File: src/include/igc_pkg.sv
// constants and types for the indicator and global configuration block
// assumes a single 50 MHz clock and register strobes from the serial front end
`default_nettype none

package igc_pkg;

	// ************************************************************
	// register map
	// ************************************************************
	localparam int         DATA_W            = 8;
	localparam int         ADDR_W            = 8;
	localparam logic [7:0] OFF_GLOBAL        = 8'h0b;
	localparam logic [7:0] OFF_INDICATOR     = 8'h0c;
	localparam logic [7:0] OFF_PRIMARY_FAULT = 8'h1c;
	localparam logic [7:0] GLOBAL_RESET      = 8'h10;
	localparam logic [7:0] GLOBAL_WMASK      = 8'hf9; // bits 2:1 reserved, read zero
	localparam logic [7:0] INDICATOR_RESET   = 8'h00;
	localparam logic [7:0] FAULT_RESET       = 8'h00;
	localparam logic [7:0] READ_NONE         = 8'h00;

	// ************************************************************
	// field positions
	// ************************************************************
	localparam int BIT_PUSH_PULL   = 7;
	localparam int BIT_AUTO_SELECT = 6;
	localparam int BIT_NINTH       = 5;
	localparam int BIT_CLR_POLICY  = 4;
	localparam int BIT_FILTER_HOLD = 3;
	localparam int BIT_REF_SHORT   = 0;
	localparam int FLT_THERMAL     = 0;
	localparam int FLT_SECONDARY   = 1;
	localparam int FLT_SUPPLY_LOW  = 2;

	// ************************************************************
	// matrix geometry and scan timing
	// ************************************************************
	localparam int         MTX_N           = 3;
	localparam int         LINES           = 6;
	localparam int         INPUTS          = 8;
	localparam int         LEDS            = 9;
	localparam logic [5:0] ALL_DRIVEN      = 6'h3f;
	localparam logic [5:0] NONE_DRIVEN     = 6'h00;
	localparam logic [2:0] FIRST_ROW       = 3'h1;
	localparam int         CLK_PERIOD_NS   = 20;
	localparam int         SCAN_ROW_NS     = 1000000;
	localparam int         SCAN_ROW_CYCLES = SCAN_ROW_NS / CLK_PERIOD_NS;
	localparam int         CNT_W           = 24;

	typedef enum logic [1:0] {ROW_TOP, ROW_MID, ROW_BOT} igc_row_t;

endpackage

`default_nettype wire

File: src/include/igc_scan_if.sv
// interface carrying the active matrix row from the scanner to the line logic
// assumes both ends share clock_i
`default_nettype none

interface igc_scan_if;
	logic [2:0] row_onehot; // one bit per matrix row, exactly one set
	modport drv (output row_onehot);
	modport use_row (input row_onehot);
endinterface

`default_nettype wire

File: src/logic/igc_scan.sv
// row scanner for the three-by-three indicator matrix
// assumes ROW_CYCLES of at least two; rows step top, middle, bottom, repeat
`default_nettype none

module igc_scan #(
	parameter int unsigned ROW_CYCLES = igc_pkg::SCAN_ROW_CYCLES
) (
	// clock and reset
	input  wire logic  clock_i,
	input  wire logic  rst_n_i,
	// row out
	igc_scan_if.drv    scan
);

	typedef struct packed {
		igc_pkg::igc_row_t          row;
		logic [igc_pkg::CNT_W-1:0]  cnt;
		logic [2:0]                 onehot;
	} igc_scan_state_t;

	igc_scan_state_t s;
	igc_scan_state_t next_s;
	logic            last;

	assign last = (s.cnt == igc_pkg::CNT_W'(ROW_CYCLES - 1));

	// ************************************************************
	// row stepping
	// ************************************************************
	// one row lit at a time; rate well above flicker fusion
	always_comb begin
		next_s     = s;
		next_s.cnt = last ? '0 : s.cnt + 1'b1;
		unique case (s.row)
			igc_pkg::ROW_TOP: if (last) next_s.row = igc_pkg::ROW_MID;
			igc_pkg::ROW_MID: if (last) next_s.row = igc_pkg::ROW_BOT;
			igc_pkg::ROW_BOT: if (last) next_s.row = igc_pkg::ROW_TOP;
			default:          next_s.row = igc_pkg::ROW_TOP; // recover from illegal code
		endcase
		next_s.onehot = igc_pkg::FIRST_ROW << next_s.row;
	end

	always_ff @(posedge clock_i or negedge rst_n_i) begin
		if (!rst_n_i) begin
			s.row    <= igc_pkg::ROW_TOP;
			s.cnt    <= '0;
			s.onehot <= igc_pkg::FIRST_ROW;
		end else begin
			s <= next_s;
		end
	end

	assign scan.row_onehot = s.onehot;
endmodule // igc_scan

`default_nettype wire

File: src/logic/igc_top.sv
// indicator matrix / push-pull output driver with global configuration register
// assumes register strobes and status inputs are synchronous single-cycle pulses
`default_nettype none

// How it works
// - user mode: nine indicators come from indicator register plus ninth global bit
// - autonomous mode: indicators one to eight follow the filtered input states
// - autonomous mode: ninth indicator follows the field supply low fault flag
// - ninth indicator bit lights it only when push-pull and autonomous both clear
// - policy zero: good command clears primary faults except thermal shutdown and secondary summary
// - policy zero: secondary summary clears once secondary read cleared its bits
// - policy one: primary faults stay set until the primary register is read
// - filter hold bit forces all glitch filters to mid-scale while set
// - reference pin short detection runs only while its enable bit is one
// - indicator bits seven and six drive indicators eight and seven in user mode
// - bit five drives sixth indicator, or line six level in push-pull mode
// - push-pull clear: six lines are open-drain matrix drivers
// - push-pull set: lines follow indicator bits zero to five, autonomous ignored
module igc_top #(
	parameter int unsigned ROW_CYCLES = igc_pkg::SCAN_ROW_CYCLES
) (
	// clock and reset
	input  wire logic        clock_i,
	input  wire logic        rst_n_i,
	// register access
	input  wire logic        reg_wr_i,
	input  wire logic        reg_rd_i,
	input  wire logic [7:0]  reg_addr_i,
	input  wire logic [7:0]  reg_wdata_i,
	input  wire logic        cmd_ok_i,
	output logic      [7:0]  reg_rdata_o,
	// device status
	input  wire logic [7:0]  inputs_state_i,
	input  wire logic [7:0]  fault_event_i,
	input  wire logic        secondary_cleared_i,
	// output lines
	output logic      [5:0]  line_out_o,
	output logic      [5:0]  line_oe_o,
	// configuration out
	output logic             filter_hold_o,
	output logic             ref_short_detect_en_o,
	output logic      [7:0]  primary_fault_o
);

	typedef struct packed {
		logic [7:0] glob;
		logic [7:0] ind;
		logic [7:0] fault;
		logic [5:0] line_out;
		logic [5:0] line_oe;
		logic [7:0] rdata;
	} igc_state_t;

	igc_state_t s;
	igc_state_t next_s;

	igc_scan_if scan ();

	igc_scan #(
		.ROW_CYCLES (ROW_CYCLES)
	) u_scan (
		.clock_i (clock_i),
		.rst_n_i (rst_n_i),
		.scan    (scan.drv)
	);

	// ************************************************************
	// decode and mode
	// ************************************************************
	logic       wr_glob;
	logic       wr_ind;
	logic       rd_fault;
	logic       pp;
	logic       auto_sel;
	logic       policy;
	logic [8:0] lit;
	logic [7:0] clr_mask;
	logic [2:0] col_on;

	assign wr_glob  = reg_wr_i && (reg_addr_i == igc_pkg::OFF_GLOBAL);
	assign wr_ind   = reg_wr_i && (reg_addr_i == igc_pkg::OFF_INDICATOR);
	assign rd_fault = reg_rd_i && (reg_addr_i == igc_pkg::OFF_PRIMARY_FAULT);
	assign pp       = s.glob[igc_pkg::BIT_PUSH_PULL];
	assign auto_sel = s.glob[igc_pkg::BIT_AUTO_SELECT];
	assign policy   = s.glob[igc_pkg::BIT_CLR_POLICY];

	// indicator sources; the ninth bit is ignored whenever autonomous is on
	assign lit = auto_sel ? {s.fault[igc_pkg::FLT_SUPPLY_LOW], inputs_state_i}
	                      : {s.glob[igc_pkg::BIT_NINTH], s.ind};

	// ************************************************************
	// per-bit fault clear and per-column drive
	// ************************************************************
	// thermal shutdown survives routine commands so it cannot be lost silently
	for (genvar i = 0; i < igc_pkg::DATA_W; i++) begin : g_clr
		if (i == igc_pkg::FLT_THERMAL) begin : g_th
			assign clr_mask[i] = policy & rd_fault;
		end else if (i == igc_pkg::FLT_SECONDARY) begin : g_sec
			assign clr_mask[i] = policy ? rd_fault : secondary_cleared_i;
		end else begin : g_oth
			assign clr_mask[i] = policy ? rd_fault : cmd_ok_i;
		end
	end

	// column pulled low when the indicator at the active row and this column is lit
	for (genvar c = 0; c < igc_pkg::MTX_N; c++) begin : g_col
		assign col_on[c] = |(scan.row_onehot &
			{lit[2*igc_pkg::MTX_N+c], lit[igc_pkg::MTX_N+c], lit[c]});
	end

	// ************************************************************
	// next state
	// ************************************************************
	// events win over clears arriving in the same cycle
	always_comb begin
		next_s = s;
		if (wr_glob) begin
			next_s.glob = reg_wdata_i & igc_pkg::GLOBAL_WMASK;
		end
		if (wr_ind) begin
			next_s.ind = reg_wdata_i;
		end
		next_s.fault = fault_event_i | (s.fault & ~clr_mask);
		if (reg_rd_i) begin
			unique case (reg_addr_i)
				igc_pkg::OFF_GLOBAL:        next_s.rdata = s.glob;
				igc_pkg::OFF_INDICATOR:     next_s.rdata = s.ind;
				igc_pkg::OFF_PRIMARY_FAULT: next_s.rdata = s.fault;
				default:                    next_s.rdata = igc_pkg::READ_NONE;
			endcase
		end
		if (pp) begin
			next_s.line_out = s.ind[igc_pkg::LINES-1:0];
			next_s.line_oe  = igc_pkg::ALL_DRIVEN;
		end else begin
			// open drain: only ever pull low; the active row is released high
			next_s.line_out = igc_pkg::NONE_DRIVEN;
			next_s.line_oe  = {col_on, ~scan.row_onehot};
		end
	end

	always_ff @(posedge clock_i or negedge rst_n_i) begin
		if (!rst_n_i) begin
			s.glob     <= igc_pkg::GLOBAL_RESET;
			s.ind      <= igc_pkg::INDICATOR_RESET;
			s.fault    <= igc_pkg::FAULT_RESET;
			s.line_out <= igc_pkg::NONE_DRIVEN;
			s.line_oe  <= igc_pkg::NONE_DRIVEN;
			s.rdata    <= igc_pkg::READ_NONE;
		end else begin
			s <= next_s;
		end
	end

	// ************************************************************
	// outputs
	// ************************************************************
	assign reg_rdata_o           = s.rdata;
	assign line_out_o            = s.line_out;
	assign line_oe_o             = s.line_oe;
	assign filter_hold_o         = s.glob[igc_pkg::BIT_FILTER_HOLD];
	assign ref_short_detect_en_o = s.glob[igc_pkg::BIT_REF_SHORT];
	assign primary_fault_o       = s.fault;

	logic wd_hold;
	logic wd_short;
	assign wd_hold  = reg_wdata_i[igc_pkg::BIT_FILTER_HOLD];
	assign wd_short = reg_wdata_i[igc_pkg::BIT_REF_SHORT];
endmodule // igc_top

`default_nettype wire

File: config.mk
export PLATFORM = sky130hd
export DESIGN_NAME = igc_top
export DESIGN_NICKNAME = d
export VERILOG_FILES = /design/src/include/igc_pkg.sv /design/src/include/igc_scan_if.sv /design/src/logic/igc_scan.sv /design/src/logic/igc_top.sv
export SDC_FILE = /design/constraint.sdc
export NUM_CORES = 1
export LEC_CHECK = 0
export BUFFER_PORTS_ARGS = -buffer_cell sky130_fd_sc_hd__buf_2
export CAP_MARGIN = 20
export CORE_UTILIZATION = 35
export CTS_CLUSTER_SIZE = 24
export DETAILED_ROUTE_END_ITERATION = 8
export GPL_ROUTABILITY_DRIVEN = 0
export SLEW_MARGIN = 30
export SYNTH_ARGS = -nofsm -noshare
export SYNTH_HDL_FRONTEND = slang
export SYNTH_SLANG_ARGS = --single-unit
File: constraint.sdc
create_clock -name clock_i -period 3.15 [get_ports clock_i]
set_clock_uncertainty 0.1 [all_clocks]
set_input_delay 0.4725 -clock clock_i [delete_from_list [all_inputs] [get_ports clock_i]]
set_output_delay 0.4725 -clock clock_i [all_outputs]
set_load 0.005 [all_outputs]
==> results of run 1 <==
==> worst max-delay path by stage <==
stage	end	slack, ns	cells past startpoint
3_5_place_dp	primary_fault_o[5]	1.04	5
6_report	u_scan.s[27]	1.01	5
4_1_cts	u_scan.s[27]	0.98	5
3_3_place_gp	primary_fault_o[6]	1.06	5
5_1_grt	u_scan.s[27]	0.80	5
2_1_floorplan	u_scan.s[27]	1.28	7
==> metal layers <==
metal	part of all wire [%]	GRT usage, %	up-vias
met4	1.2	5.017	0
met3	4.5	4.178	9
met5	0	0	-
li1	-	-	1086
met1	44	17.13	1114
met2	51	23.45	53
==> cell type report <==
type                            instances  area [sq um]
Multi-Input combinational cell        175          1308
Timing Repair Buffer                   69         362.8
Clock inverter                          3         42.54
Clock buffer                           13         158.9
Fill cell                             949          5434
Inverter                               10         37.54
Tap cell                              129         161.4
Sequential cell                        71          1779
==> critical path, cell delays in order, from the launching register on <==
cell      delay, ns
dfrtp_1        0.43
ha_1           0.31
nand4_1        0.16
nand4b_1       0.23
nor2_2         0.53
mux2i_1        0.29
==> power by group through the flow <==
stage          clock, mW  combinational (mW)  sequential, mW
4_1_cts            0.754               0.113           0.954
6_report           0.730               0.110           0.953
2_1_floorplan          0              0.0642           0.962
3_5_place_dp           0               0.112           0.971
5_1_grt            0.790               0.123           0.955
3_3_place_gp           0               0.111           0.971
==> layout by cell type (no fill, tap or decap), drive strengths merged, types with 3 or more instances in the layout <==
cell | Yosys | routed
xor2 | 6 | 6
nor2b | 3 | 3
o22ai | 8 | 8
inv | 10 | 10
and2 | 6 | 6
mux2 | 14 | 14
a21o | 7 | 7
a31oi | 3 | 3
clkbuf | 2 | 13
or2 | 3 | 3
a21oi | 6 | 6
nand2 | 12 | 12
nand3 | 12 | 12
nor3 | 5 | 5
nand4 | 8 | 8
nor4 | 4 | 4
xnor2 | 16 | 16
and3 | 3 | 3
buf | 33 | 69
and4 | 3 | 3
dfrtp | 69 | 69
nand2b | 5 | 5
nor2 | 20 | 20
mux2i | 13 | 13
==> state kept, by name (all words and copies together) (netlist names) <==
| register | flops |
|---|---|
| reg_rdata_o | 8 |
| filter_hold_o | 1 |
| ref_short_detect_en_o | 1 |
| pp | 1 |
| auto_sel | 1 |
| s | 9 |
| primary_fault_o | 8 |
| line_oe_o | 6 |
| u_scan.scan.row_onehot | 3 |
| line_out_o | 6 |
| u_scan.s | 26 |
| policy | 1 |
==> kinds of logic after synthesis <==
family	Yosys count	synth area share, %
simple gates	91	16.63
buf+inv	45	8.630
xor+xnor	22	5.704
flops	71	52.67
mux	27	8.518
compound gates	34	7.482
fa+ha+maj	1	0.3703
==> impl_metrics.ini, run 1 <==
[timing]
setup_ws_ns = 1.013
worst_pin_slew_ns = 0.6411
fin_tns_setup_ns = 0
rsz0062_at_grt = false
slew_violations = 0
min_period_ns = 2.137
setup_viol = 0
whs_ns = 0.01922
finalHoldViolCount = 0
max_freq_mhz = 467.9
slew-limit-headroom_pct = 57.22
finalCritPeriodShare_pct = 67.85

[worst_setup_path]
path_class = register to register
critPathArrivalTime_ns = 2.28
r2r_cells = 5
crit_start = u_scan.s[3]
path_max_fanout = 14
start_kind = register
endpoint_kind = register
r2r-start = u_scan.s[3]
worst_ep_required_time_ns = 3.29
rrSetupSlack_ns = 1.01
r2r_end = u_scan.s[27]

[power_and_ir_drop]
p_int_mw = 1.395
p_comb_share_pct = 6.1
peakVddDrop_v = 0.0001555
p_switching_mw = 0.3981
pwr-share-seq_pct = 53.2
p_sw_share_pct = 22.20
pwr-share-clk_pct = 40.7
p_total_mw = 1.793
power_density_nw_per_um2 = 465.7
cellLeakagePower_nw = 1.838

[place]
place_area_sq_um = 3649
dpl_worst_slack_ns = 1.037
hpwl_mm = 4.882
numPlacedInstances = 454
portBuffers = 67

[floorplan]
die_w_microns = 100.2
dieHeight_microns = 100.2
io_pins = 68
start_util_pct = 36.39
fp-row-count = 35
core_sq_um = 9284
dieArea_sq_um = 10050

[logic_synthesis]
synth_flop_cell = dfrtp_1
syn-num-nets = 330
synthTopCellsByCount = dfrtp_1 (69), buf_4 (30), nor2_1 (18), xnor2_1 (16), mux2_1 (14)
yosysTopAreaCellShare_pct = 51.11
synth.yosys.seq_area_share_pct = 52.67
yosysWarnings = 0
synth_area_sq_um = 3378
synth_area_leader_cell = dfrtp_1
yosysUniqueCellTypes = 49
ys_ff_latch = 71
synth_edf_count = 0
syn_avg_cell_area_sq_um = 11.61
synthArstFlopShare_pct = 100.0
yosysMostFrequentCell = dfrtp_1
synth.area.top_cells = dfrtp_1 (51%), buf_4 (6.7%), mux2_1 (4.7%), xnor2_1 (4.1%), mux2i_1 (3.9%)
synthCells = 291

[cells_and_area]
fin_area_sq_um = 3850
drive_gt1_share_pct = 28.15
diodes = 0
post-route-util_pct = 41.47
area_growth_pct = 13.96
nets = 375
layout.cells.non_filler = 470

[routing]
detail-route-antenna-nets = 0
vias_per_cell = 4.813
drt_iter0_drc = 118
first_pass_iters = 4
route.detailed.drc = 0
wirelength_mm = 6.684
vias = 2262
wl_per_cell_microns = 14.22

[global_routing]
grt_pass1_vias = 2182
grt_max_degree = 48
grt_pass1_wl_mm = 10.73
overflow = 0
antenna_found_initial = 0
track_usage_pct = 14.00

[clock_tree]
ctsResizeCount = 0
cts_tree = built
cts_inserted_buffers = 9
clock-sinks = 71
post-cts-setup-buffer-count = 0
worst_skew_pair.late_latency_ns = 0.34
htreeDepth = 3
postCtsHoldBufs = 0
path_clk_slew_ns = 0.08
cts-root-buf = clkbuf_8
clock_tree.buffer_depth = 2

[status]
outcome = complete, no violations

[flow_run]
cap_violations = 0

[worst_hold_path]
holdCritPathClass = primary input to asynchronous set/reset pin
No activity file was read; power rests on OpenSTA's default activity.
==> run 2: changes to the inputs <==
- clock period: 3.15 -> 1.96 ns (I/O delays scaled with it)
==> impl_metrics.ini, run 2 (same netlist as run 1, synthesis figures left out) <==
[cells_and_area]
reg_top3 = u_scan.s (26), s (9)
nets = 384
regMostFlops = u_scan.s
diodes = 0
largest_register_ffs = 26
area_growth_pct = 17.04
final_common_cell = dfrtp_1
fin_area_sq_um = 3954
drive_gt1_share_pct = 30.00
mostFrequentLayoutCells = dfrtp_1 (69), buf_2 (67), nor2_1 (18)
post-route-util_pct = 42.59

[worst_setup_path]
critPathCapture = u_scan.s[26]
critPathSlowestCell = dfrtp_1
worst_ep_required_time_ns = 2.08
r2r_end = u_scan.s[26]
path_class = register to register
path_depth = 4
r2r-start = u_scan.s[5]
path_cells = nand4_1 > nor4_4 > nand4_1 > xnor2_1
path_buf_inv = 0
crit_start = u_scan.s[5]
max_stage_delay_ns = 0.48
start_kind = register
critPathTopFamily = simple AND/OR/NAND/NOR gates
rrSetupSlack_ns = 0.22
endpoint_kind = register
crit_path_frequent_cell = nand4_1
critPathArrivalTime_ns = 1.86
path_max_fanout = 7
r2r_cells = 4

[floorplan]
dieArea_sq_um = 10050
fp-row-count = 35
core_sq_um = 9284
start_util_pct = 36.39
dieHeight_microns = 100.2
die_w_microns = 100.2
io_pins = 68

[timing]
worst_pin_slew_ns = 0.4013
rsz0062_at_grt = false
fin_tns_setup_ns = 0
finalHoldViolCount = 0
setup_viol = 0
slew-limit-headroom_pct = 73.24
min_period_ns = 1.739
slew_violations = 0
finalCritPeriodShare_pct = 88.71
max_freq_mhz = 575.1

[clock_tree]
htreeDepth = 3
path_clk_slew_ns = 0.08
post-cts-setup-buffer-count = 0
postCtsHoldBufs = 1
clock_tree.buffer_depth = 2
clock-sinks = 71
cts_inserted_buffers = 9
cts-root-buf = clkbuf_8
ctsResizeCount = 0
cts_tree = built
worst_skew_pair.late_latency_ns = 0.34

[routing]
route.detailed.drc = 0
wirelength_mm = 6.703
vias_per_cell = 4.689
vias = 2246
drt_iter0_drc = 126
wl_per_cell_microns = 13.99
detail-route-antenna-nets = 0
first_pass_iters = 4

[global_routing]
grt_pass1_vias = 2101
track_usage_pct = 14.14
antenna_found_initial = 0
grt_pass1_wl_mm = 10.77
overflow = 0
grt_max_degree = 72

[worst_hold_path]
min_from = fault_event_i[7]
min_path_cells = 2
holdCritPathClass = primary input to register

[place]
place_area_sq_um = 3721
hpwl_mm = 4.856
portBuffers = 67

[power_and_ir_drop]
power_density_nw_per_um2 = 762.1
peakVddDrop_v = 0.0002627
cellLeakagePower_nw = 1.897

[flow_run]
cap_violations = 0

[status]
outcome = complete, no violations
run 2: worst reg2reg max path: stages, from the launching register on:
cell and delay, ns:
dfrtp_1 0.48, nand4_1 0.29, nor4_4 0.43, nand4_1 0.17, xnor2_1 0.15
run 2: worst min path at each step:
stage | to | slack, ns
2_1_floorplan | auto_sel | -0.10
3_3_place_gp | line_out_o[1] | 0.25
3_5_place_dp | line_oe_o[2] | 0.25
4_1_cts | primary_fault_o[7] | 0.01
5_1_grt | primary_fault_o[7] | 0.001
6_report | primary_fault_o[7] | 0.03
run 2: report_power, final:
group	switching, mW	internal (mW)	leakage, nW	total, mW
registers	0.0343	1.50	0.928	1.53
logic	0.0903	0.0902	0.859	0.181
clock network	0.546	0.754	0.110	1.30
run 2: per-layer routing:
layer / routed length, microns / track usage, % / up-vias
met5: 0 / 0 / -
met4: 65 / 5.351 / 0
met3: 258 / 3.969 / 8
met2: 3283 / 22.71 / 48
met1: 3095 / 18.14 / 1082
li1: - / - / 1108
run 2: area by class of cell:
class,count,area [sq um]
Multi-Input combinational cell,175,1308
Clock inverter,5,81.33
Timing Repair Buffer,78,445.4
Clock buffer,11,141.4
Inverter,10,37.54
Sequential cell,71,1779
Fill cell,910,5330
Tap cell,129,161.4
run 2: through the flow:
step / setup WS (ns) / hold WS [ns] / cells / total power [mW]
CTS: 0.2148 / 0.01323 / 479 / 3.055
detailed placement: 0.1604 / 0.2522 / 462 / 1.744
global placement: 0.1734 / 0.2474 / 462 / 1.741
floorplan: 0.09494 / -0.1016 / 291 / 1.648
global route: 0.03947 / 0.001030 / 479 / 3.157
finish: 0.2212 / 0.02843 / 479 / 3.013
